===== src/dma_pkg.sv =====
package dma_pkg;

  // channel and bus geometry
  localparam int NUM_CH     = 4;
  localparam int MEM_ADDR_W = 16;
  localparam int BYTE_W     = 8;
  localparam int REG_ADDR_W = 5;
  localparam int BUS_DATA_W = 32;
  localparam int EXT_REGS   = 8;
  localparam int WAIT_W     = 4;

  // register word indices on the slave port
  localparam logic [4:0] REG_CH_STATUS  = 5'h00;
  localparam logic [4:0] REG_CYCLE_TIME = 5'h01;
  localparam logic [4:0] REG_EXT_CTRL   = 5'h02;
  localparam logic [4:0] REG_IRQ_STATUS = 5'h03;
  localparam logic [4:0] REG_IRQ_MASK   = 5'h04;
  localparam logic [4:0] REG_CH_BASE    = 5'h08;
  localparam logic [4:0] REG_CH_LIMIT   = 5'h18;

  // word within a channel's block of four
  localparam logic [1:0] CH_ADDR_OFS  = 2'h0;
  localparam logic [1:0] CH_COUNT_OFS = 2'h1;
  localparam logic [1:0] CH_CTRL_OFS  = 2'h2;

  // field positions
  localparam int CYC_WAIT_LSB  = 0;
  localparam int IRQ_POL_BIT   = 7;
  localparam int EXT_SEL_LSB   = 0;
  localparam int EXT_WRITE_BIT = 3;
  localparam int STAT_EN_LSB   = 0;
  localparam int STAT_BIG_LSB  = 4;

  // channel numbers of the two special handshakes
  localparam logic [1:0] CH_TAPE = 2'h1;
  localparam logic [1:0] CH_HOST = 2'h2;

  // status threshold on the remaining byte count
  localparam logic [15:0] COUNT_THRESHOLD = 16'h0081;

  // reset values
  localparam logic [7:0]  CYCLE_RESET = 8'h00;
  localparam logic [7:0]  EXT_RESET   = 8'h00;
  localparam logic [7:0]  CTRL_RESET  = 8'h00;
  localparam logic [15:0] ADDR_RESET  = 16'h0000;
  localparam logic [15:0] COUNT_RESET = 16'h0000;
  localparam logic [3:0]  MASK_RESET  = 4'h0;

  // per channel control byte
  typedef struct packed {
    logic reserved;
    logic special;
    logic ackLow;
    logic reqLow;
    logic irqEn;
    logic reinit;
    logic bufWrite;
    logic enable;
  } chCtrl_type;

  // buffer memory port
  typedef struct packed {
    logic        rd;
    logic        wr;
    logic [15:0] addr;
    logic [7:0]  wdata;
  } memBus_type;

  // transfer sequencer, gray along idle-mem-ack-release
  typedef enum logic [1:0] {
    ST_IDLE    = 2'b00,
    ST_MEM     = 2'b01,
    ST_ACK     = 2'b11,
    ST_RELEASE = 2'b10
  } dmaState_type;

endpackage


===== src/buffer_dma_controller.sv =====
// Added by the designer: the register addresses and the Avalon-MM register port.
`timescale 1ns/1ps
module buffer_dma_controller
(
  // clock and reset
  input  wire logic                                sys_clk,
  input  wire logic                                rst_n,
  // register slave
  input  wire logic [dma_pkg::REG_ADDR_W-1:0]      avs_address,
  input  wire logic                                avs_read,
  input  wire logic                                avs_write,
  input  wire logic [dma_pkg::BUS_DATA_W-1:0]      avs_writedata,
  output logic      [dma_pkg::BUS_DATA_W-1:0]      avs_readdata,
  output logic                                     avs_waitrequest,
  // channel clients
  input  wire logic [dma_pkg::NUM_CH-1:0]          chReqPin,
  output logic      [dma_pkg::NUM_CH-1:0]          chAckPin,
  input  wire logic [dma_pkg::NUM_CH-1:0][7:0]     chWriteData,
  output logic      [dma_pkg::BYTE_W-1:0]          chReadData,
  // buffer memory
  output dma_pkg::memBus_type                      memBus,
  input  wire logic [dma_pkg::BYTE_W-1:0]          memRdData,
  // external register strobes
  output logic      [dma_pkg::EXT_REGS-1:0]        extReadStrobe,
  output logic      [dma_pkg::EXT_REGS-1:0]        extWriteStrobe,
  // interrupt
  output logic                                     irq
);
  import dma_pkg::*;

  // lowest set bit wins
  function automatic logic [1:0] firstOne(input logic [3:0] v);
    logic [1:0] r;
    r = 2'h0;
    if (v[0])
      r = 2'h0;
    else if (v[1])
      r = 2'h1;
    else if (v[2])
      r = 2'h2;
    else if (v[3])
      r = 2'h3;
    return r;
  endfunction

  // channel number of a register index in the channel blocks
  function automatic logic [1:0] regChan(input logic [4:0] a);
    logic [2:0] d;
    d = a[4:2] - 3'h2;
    return d[1:0];
  endfunction

  // channel state
  logic [15:0]     addr_q    [NUM_CH];
  logic [15:0]     count_q   [NUM_CH];
  logic [15:0]     init_q    [NUM_CH];
  chCtrl_type      ctrl_q    [NUM_CH];
  logic [3:0]      release_q;
  // global registers
  logic [7:0]      cycle_q;
  logic [7:0]      extCtrl_q;
  logic [3:0]      irqStat_q;
  logic [3:0]      irqMask_q;
  // sequencer
  dmaState_type    state_q;
  logic [1:0]      cur_q;
  logic [WAIT_W-1:0] wait_q;
  // outputs
  logic [31:0]     readData_q;
  logic            waitReq_q;
  logic [3:0]      ack_q;
  logic [7:0]      rdByte_q;
  memBus_type      mem_q;
  logic [7:0]      extRd_q;
  logic [7:0]      extWr_q;
  logic            irq_q;

  // request conditioning per channel
  logic [3:0] reqAct;
  logic [3:0] reqLowVec;
  genvar gi;
  generate
    for (gi = 0; gi < NUM_CH; gi++)
    begin : g_req
      assign reqLowVec[gi] = ctrl_q[gi].reqLow;
      dma_req_sync u_sync
      (
        .sys_clk   (sys_clk),
        .rst_n     (rst_n),
        .reqPin    (chReqPin[gi]),
        .activeLow (reqLowVec[gi]),
        .reqActive (reqAct[gi])
      );
    end
  endgenerate

  // eligibility and arbitration
  logic [3:0] eligible;
  logic [3:0] enVec;
  logic [3:0] bigVec;
  logic [3:0] ackLowVec;
  generate
    for (gi = 0; gi < NUM_CH; gi++)
    begin : g_elig
      assign enVec[gi]    = ctrl_q[gi].enable;
      assign bigVec[gi]   = count_q[gi] > COUNT_THRESHOLD;
      assign ackLowVec[gi] = ctrl_q[gi].ackLow;
      assign eligible[gi] = enVec[gi] & reqAct[gi] & ~release_q[gi]
                            & (count_q[gi] != 16'h0000);
    end
  endgenerate
  wire logic [1:0] pick    = firstOne(eligible);
  wire logic       anyElig = |eligible;

  // current channel and its handshake style
  wire chCtrl_type curCtrl   = ctrl_q[cur_q];
  wire logic       tapeMode  = curCtrl.special & (cur_q == CH_TAPE);
  wire logic       hostMode  = curCtrl.special & (cur_q == CH_HOST);
  wire logic       interlock = tapeMode | hostMode;
  wire logic       memDone   = (state_q == ST_MEM) && (wait_q == '0);
  wire logic [15:0] nextCount = count_q[cur_q] - 16'h0001;
  wire logic       chanEnd   = memDone && (nextCount == 16'h0000);
  wire logic [3:0] curHot    = 4'h1 << cur_q;

  // bus handshake decode
  wire logic       busReq   = avs_read | avs_write;
  wire logic       busTake  = busReq & waitReq_q;
  wire logic       busDone  = busReq & ~waitReq_q;
  wire logic       wrDone   = busDone & avs_write;
  wire logic       chReg    = (avs_address >= REG_CH_BASE) && (avs_address < REG_CH_LIMIT);
  wire logic [1:0] regCh    = regChan(avs_address);
  wire logic [1:0] regWord  = avs_address[1:0];

  // read data selection
  logic [31:0] rdMux;
  always_comb
  begin
    rdMux = 32'h0000_0000;
    if (avs_address == REG_CH_STATUS)
      rdMux = {24'h00_0000, bigVec, enVec};
    else if (avs_address == REG_IRQ_STATUS)
      rdMux = {28'h000_0000, irqStat_q};
    else if (avs_address == REG_IRQ_MASK)
      rdMux = {28'h000_0000, irqMask_q};
    else if (chReg && regWord == CH_ADDR_OFS)
      rdMux = {16'h0000, addr_q[regCh]};
    else if (chReg && regWord == CH_COUNT_OFS)
      rdMux = {16'h0000, count_q[regCh]};
    else if (chReg && regWord == CH_CTRL_OFS)
      rdMux = {24'h00_0000, ctrl_q[regCh]};
  end

  // slave answer: one wait cycle, data latched as waitrequest falls
  always_ff @(posedge sys_clk or negedge rst_n)
  begin
    if (!rst_n)
    begin
      waitReq_q  <= 1'b1;
      readData_q <= 32'h0000_0000;
    end
    else
    begin
      waitReq_q <= ~busTake;
      if (busTake)
        readData_q <= avs_read ? rdMux : 32'h0000_0000;
    end
  end

  // global control registers, written only from software; cycle time and external control do not read back, the mask does
  always_ff @(posedge sys_clk or negedge rst_n)
  begin
    if (!rst_n)
    begin
      cycle_q   <= CYCLE_RESET;
      extCtrl_q <= EXT_RESET;
      irqMask_q <= MASK_RESET;
    end
    else if (wrDone)
    begin
      if (avs_address == REG_CYCLE_TIME)
        cycle_q <= avs_writedata[7:0];
      else if (avs_address == REG_EXT_CTRL)
        extCtrl_q <= avs_writedata[7:0];
      else if (avs_address == REG_IRQ_MASK)
        irqMask_q <= avs_writedata[3:0];
    end
  end

  // external register strobes, one cycle after the load
  wire logic       extLoad = wrDone && (avs_address == REG_EXT_CTRL);
  wire logic [7:0] extHot  = 8'h01 << avs_writedata[EXT_SEL_LSB +: 3];
  always_ff @(posedge sys_clk or negedge rst_n)
  begin
    if (!rst_n)
    begin
      extRd_q <= 8'h00;
      extWr_q <= 8'h00;
    end
    else
    begin
      extRd_q <= (extLoad && !avs_writedata[EXT_WRITE_BIT]) ? extHot : 8'h00;
      extWr_q <= (extLoad && avs_writedata[EXT_WRITE_BIT]) ? extHot : 8'h00;
    end
  end

  // per channel registers; a software write wins over the transfer update
  generate
    for (gi = 0; gi < NUM_CH; gi++)
    begin : g_chan
      wire logic swHit = wrDone && chReg && (regCh == 2'(gi));
      wire logic hwHit = memDone && (cur_q == 2'(gi));
      always_ff @(posedge sys_clk or negedge rst_n)
      begin
        if (!rst_n)
        begin
          addr_q[gi]  <= ADDR_RESET;
          count_q[gi] <= COUNT_RESET;
          init_q[gi]  <= COUNT_RESET;
          ctrl_q[gi]  <= CTRL_RESET;
        end
        else if (swHit)
        begin
          if (regWord == CH_ADDR_OFS)
            addr_q[gi] <= avs_writedata[15:0];
          else if (regWord == CH_COUNT_OFS)
          begin
            count_q[gi] <= avs_writedata[15:0];
            init_q[gi]  <= avs_writedata[15:0];
          end
          else if (regWord == CH_CTRL_OFS)
            ctrl_q[gi] <= avs_writedata[7:0];
        end
        else if (hwHit)
        begin
          addr_q[gi] <= addr_q[gi] + 16'h0001;
          if (nextCount == 16'h0000 && ctrl_q[gi].reinit)
            count_q[gi] <= init_q[gi];
          else
            count_q[gi] <= nextCount;
        end
      end
    end
  endgenerate

  // transfer sequencer
  always_ff @(posedge sys_clk or negedge rst_n)
  begin
    if (!rst_n)
    begin
      state_q <= ST_IDLE;
      cur_q   <= 2'h0;
      wait_q  <= '0;
    end
    else
    begin
      case (state_q)
        ST_IDLE:
          if (anyElig)
          begin
            state_q <= ST_MEM;
            cur_q   <= pick;
            wait_q  <= cycle_q[CYC_WAIT_LSB +: WAIT_W];
          end
        ST_MEM:
          if (wait_q == '0)
            state_q <= ST_ACK;
          else
            wait_q <= wait_q - 1'b1;
        ST_ACK:
          state_q <= interlock ? ST_RELEASE : ST_IDLE;
        ST_RELEASE:
          if (!reqAct[cur_q])
            state_q <= ST_IDLE;
        default:
          state_q <= ST_IDLE;
      endcase
    end
  end

  // a served request must fall before the channel may be granted again
  always_ff @(posedge sys_clk or negedge rst_n)
  begin
    if (!rst_n)
      release_q <= 4'h0;
    else
      release_q <= (release_q & reqAct) | ((state_q == ST_ACK) ? curHot : 4'h0);
  end

  // buffer memory strobes, held for the whole programmed cycle
  always_ff @(posedge sys_clk or negedge rst_n)
  begin
    if (!rst_n)
    begin
      mem_q    <= '0;
      rdByte_q <= 8'h00;
    end
    else if (state_q == ST_IDLE && anyElig)
    begin
      mem_q.rd    <= ~ctrl_q[pick].bufWrite;
      mem_q.wr    <= ctrl_q[pick].bufWrite;
      mem_q.addr  <= addr_q[pick];
      mem_q.wdata <= chWriteData[pick];
    end
    else if (memDone)
    begin
      mem_q.rd <= 1'b0;
      mem_q.wr <= 1'b0;
      if (!curCtrl.bufWrite)
        rdByte_q <= memRdData;
    end
  end

  // acknowledge: generic covers the memory cycle, byte handshakes hold it to release
  wire logic ackOn = ((state_q == ST_MEM) && !interlock) || (state_q == ST_ACK)
                     || (state_q == ST_RELEASE);
  always_ff @(posedge sys_clk or negedge rst_n)
  begin
    if (!rst_n)
      ack_q <= 4'h0;
    else
      ack_q <= (ackOn ? curHot : 4'h0) ^ ackLowVec;
  end

  // channel end with irqEn sets sticky status; set wins over the read clear
  wire logic       stClr   = busDone && avs_read && (avs_address == REG_IRQ_STATUS);
  wire logic [3:0] endEvt  = (chanEnd && curCtrl.irqEn) ? curHot : 4'h0;
  always_ff @(posedge sys_clk or negedge rst_n)
  begin
    if (!rst_n)
    begin
      irqStat_q <= 4'h0;
      irq_q     <= 1'b0;
    end
    else
    begin
      irqStat_q <= (stClr ? 4'h0 : irqStat_q) | endEvt;
      irq_q     <= (|(irqStat_q & irqMask_q)) ^ cycle_q[IRQ_POL_BIT];
    end
  end

  // outputs straight from flip-flops
  assign avs_readdata    = readData_q;
  assign avs_waitrequest = waitReq_q;
  assign chAckPin        = ack_q;
  assign chReadData      = rdByte_q;
  assign memBus          = mem_q;
  assign extReadStrobe   = extRd_q;
  assign extWriteStrobe  = extWr_q;
  assign irq             = irq_q;

endmodule


===== src/dma_req_sync.sv =====
`timescale 1ns/1ps
module dma_req_sync
(
  // clock and reset
  input  wire logic sys_clk,
  input  wire logic rst_n,
  // request pin and its programmed polarity
  input  wire logic reqPin,
  input  wire logic activeLow,
  // request seen as a clean active-high level
  output logic      reqActive
);

  logic syncA_q;
  logic syncB_q;
  logic syncC_q;
  logic stable_q;

  // three stage synchroniser; the level moves only when stages two and three agree
  always_ff @(posedge sys_clk or negedge rst_n)
  begin
    if (!rst_n)
    begin
      syncA_q  <= 1'b0;
      syncB_q  <= 1'b0;
      syncC_q  <= 1'b0;
      stable_q <= 1'b0;
    end
    else
    begin
      syncA_q <= reqPin;
      syncB_q <= syncA_q;
      syncC_q <= syncB_q;
      if (syncB_q == syncC_q)
        stable_q <= syncC_q;
    end
  end

  // per channel polarity
  assign reqActive = stable_q ^ activeLow;

endmodule


===== config.mk =====
export PLATFORM = sky130hd
export DESIGN_NAME = buffer_dma_controller
export DESIGN_NICKNAME = d
export VERILOG_FILES = /design/src/dma_pkg.sv /design/src/buffer_dma_controller.sv /design/src/dma_req_sync.sv
export SDC_FILE = /design/constraint.sdc
export NUM_CORES = 1
export LEC_CHECK = 0
export BUFFER_PORTS_ARGS = -buffer_cell sky130_fd_sc_hd__clkbuf_2
export CORE_AREA = 2 2 137 272
export CTS_CLUSTER_SIZE = 16
export DETAILED_ROUTE_END_ITERATION = 16
export DIE_AREA = 0 0 139 274
export PLACE_DENSITY = 0.74
export SLEW_MARGIN = 15
export SYNTH_ARGS = -nofsm -noshare
export SYNTH_HDL_FRONTEND = slang
export SYNTH_SLANG_ARGS = --single-unit

===== constraint.sdc =====
create_clock -name sys_clk -period 4.01 [get_ports sys_clk]
set_clock_uncertainty 0.05 [all_clocks]
set_input_delay 0.2005 -clock sys_clk [delete_from_list [all_inputs] [get_ports sys_clk]]
set_output_delay 0.2005 -clock sys_clk [all_outputs]
set_load 0.02 [all_outputs]

==> metrics.txt <==
Final Cell Area=0.02108 mm²; placed wire-length estimate=39,370 µm; vias per cell=6.408; status=finished clean; Flop pwr share=0.384; grt ovf=0; relative slew slack=0.3003; FP Rows=99; Req. time, crit path=4460 ps; Mapped Cells=1,875; fillcell total=~3,100; port buffer count=140; RSZ-0062 raised after global routing=no; met2 wire len=27,320 µm; Worst path most repeated cell=or4_4; number of remaining DRC errors=0; total routed wirelength=58,410 µm; setup TNS=0 ps; dpl ws=between 100 and 150 ps; pin count of the biggest net entering global routing=109; Area growth syn-to-layout=14.41%; total internal power=0.008138 W; sequential share of the synthesized area=0.4578; CTS tree=built; Max Fclk=262.1 MHz; CP top delay family=simple AND/OR/NAND/NOR gates; crit path max fanout=17; via count=15,910; Final #Nets=2,096; crit path cell chain=buf_12 -> mux4_2 -> or4_4 -> a2111oi_2 -> xnor2_1 -> o31ai_2 -> or3b_1 -> or4_4 -> o21ai_1; switching pwr=0.004786 W; area of the multi-input gates=0.009379 mm²; Synth async-reset ratio=1.000; num ports=173; first-pass GRT wire length=89,620 µm; kind of end point of the critical path=flop; Num Clock Sinks=337; ys flop type=dfrtp_1; antenna viol nets, final=0; Startpoint Class=flop; Initial Utilization=0.5094; layout cell share with drive strength beyond 1=0.2247; Placeable Area=0.03617 mm²; ant diodes=0; Worst IR Drop VDD=687.1 µV; die area=0.03809 mm²; Final Cycle Share=0.9516; clock share of power=0.263; Sw Ratio=0.3703; H-tree levels=1; worst min path class=in2reg; FF+latch count, synth=337; Setup CP Type=reg2reg; Post-CTS Setup Bufs=0; initial antenna violation count=0; gpl congestion=0.9726; metal3 WL=5411 µm; Post-Syn Area=between 0.015 and 0.02 mm²; vias in the first global route=between 15,000 and 20,000; WP buf/inv=1; Lkg Pwr=9.379 nW; Synth warnings=0; fin util=0.5828; Total Routing Usage GR=0.3023; final setup margin=about 190 ps; clk root buf=clkbuf_16; CTS max path bufs=3; Crit-path slowest cell=mux4_2; origin of the worst setup path=cur_q[1]$_DFFE_PN0P_; number of flops mapped to enable cells by yosys=0; synth unique cells=75; final hold vios=0; Setup violations, final=0; routed length on met1=20,930 µm; Starting DRT DRC Count=1,464; dpl cell area=0.01969 mm²; Top Layer Used=met4; Worst Path Arrival=4270 ps; register area=0.008436 mm²; router iterations before antenna repair=6; Worst R2R Start=cur_q[1]$_DFFE_PN0P_; Least-Margin Pin Slew=1046 ps; Gate power share=0.353; hold wc startpoint=chWriteData[11]; max cap viols=0; Avg Inst Size Synth=9.826 µm²; PwrDens=613.1 mW/mm²; CP max stage delay=620 ps; number of CTS-inserted buffers=31; routed length per instance=23.53 µm; height of the chip=274 µm; Final Max Tran Viols=0; clock-pin slew on the worst setup and hold paths=roughly 70 ps; min Tclk post-route=3816 ps; Clock Latency Late Sink=approximately 610 ps; DIE WIDTH=139 µm
[cells in the mapped netlist, drive strengths merged, types with 5 or more instances]
cell type	n	area [µm²]
mux2i	74	740.7
nand4	18	112.6
xnor2	10	87.58
o21ai	148	752.0
nor2	113	424.2
or3	16	105.1
a31oi	24	150.1
o22ai	61	381.6
a22oi	8	60.06
buf	39	269.0
mux4	57	1284
clkbuf	103	386.6
ha	7	87.58
inv	21	78.82
nand3b	5	37.54
nand2	292	1096
xor2	13	113.9
a21oi	167	835.8
and3	20	140.1
nand3	50	250.2
nor4	18	127.6
a21o	48	360.4
and2	6	37.54
nor3	27	140.1
o22a	5	43.79
mux2	106	1194
nor2b	9	56.30
nand2b	12	75.07
dfrtp	336	8408
[routing by layer]
layer,vias to the layer above,global-route usage
met5,-,0
met4,0,0.2103
met3,235,0.04855
met2,993,0.4838
met1,7654,0.3758
li1,7028,-
[worst paths after layout]
kind	endpoint	slack, ps	cells after the start
max	irqStat_q[3]$_DFF_PN0_	190	9
min	memBus[3]$_DFFE_PN0P_	9	4
max reg2reg	irqStat_q[3]$_DFF_PN0_	190	9
min reg2reg	g_req[3].u_sync.syncB_q$_DFF_PN0_	310	0
max in group asynchronous	addr_q[48]$_DFFE_PN0P_	2690	3
min in group asynchronous	extWriteStrobe[1]$_DFF_PN0_	160	2
[cell type report]
type                    instances  share of cell area
clock buffers                  42             0.04256
inverters                      21            0.003740
flip-flops and latches        337              0.4002
repair buffers                223             0.06862
multi-input cells            1390              0.4449
clock inverters                16             0.01300
well taps                     454             0.02695
[worst reg2reg max path, stage by stage, from the launching register on]
cell       delay (ps)
dfrtp_2           440
buf_12            200
mux4_2            630
or4_4             560
a2111oi_2         340
xnor2_1           220
o31ai_2           170
or3b_1            370
or4_4             540
o21ai_1           170
[power groups by stage]
| stage | registers [W] | clock network (W) | logic [W] |
|---|---|---|---|
| after floorplan | 0.00494 | 0 | 0.00290 |
| after global placement | 0.00495 | 0 | 0.00438 |
| after detailed placement | 0.00498 | 0 | 0.00446 |
| after CTS | 0.00493 | 0.00343 | 0.00450 |
| after global routing | 0.00505 | 0.00356 | 0.00491 |
| final | 0.00497 | 0.00340 | 0.00456 |
[sequential cells by signal, indices dropped and copies added, names as in the netlist, 5 cells and up]
register,count
cycle_q,5
extReadStrobe,8
ctrl_q,28
addr_q,64
chReadData,8
init_q,64
extWriteStrobe,8
count_q,64
avs_readdata,16
memBus,26
[through the flow]
stage | hold slack, ps | std cells | total power, W
CTS | 3.871 | 2483 | 0.01286
detailed placement | 261.9 | 2405 | 0.009440
floorplan | -145.1 | 1890 | 0.007845
global route | 6.121 | 2483 | 0.01352
global placement | 262.0 | 2405 | 0.009331
finish | 9.288 | 2483 | 0.01292
[layout by cell type, fill, tap and decap left out, types with 48 or more instances in the layout]
cell      instances
dfrtp_1         335
nand2_1         292
a21oi_1         166
clkbuf_2        138
o21ai_0         134
nor2_1          113
mux2_2          106
mux2i_1          74
o22ai_1          61
buf_4            58
mux4_2           57
nand3_1          49
a21o_1           48
[what timing repair did]
action                                 in CTS  in global routing
endpoints found under the hold margin     130                  0
setup endpoints to repair                   0                 31
hold buffers                               20                  0
resized for setup                           0                  4
[kinds of logic after synthesis]
kind of cell,after synthesis,synth area share
buffers and inverters,163,0.03986
adders and majority gates,11,0.006927
xor gates and xnor gates,23,0.01093
and+or+nand+nor,607,0.1519
AOI/OAI and AO/OA,496,0.1578
muxes,237,0.1747
other,1,0.0002035
DFF,337,0.4578
(Power assumes the default switching activity.)
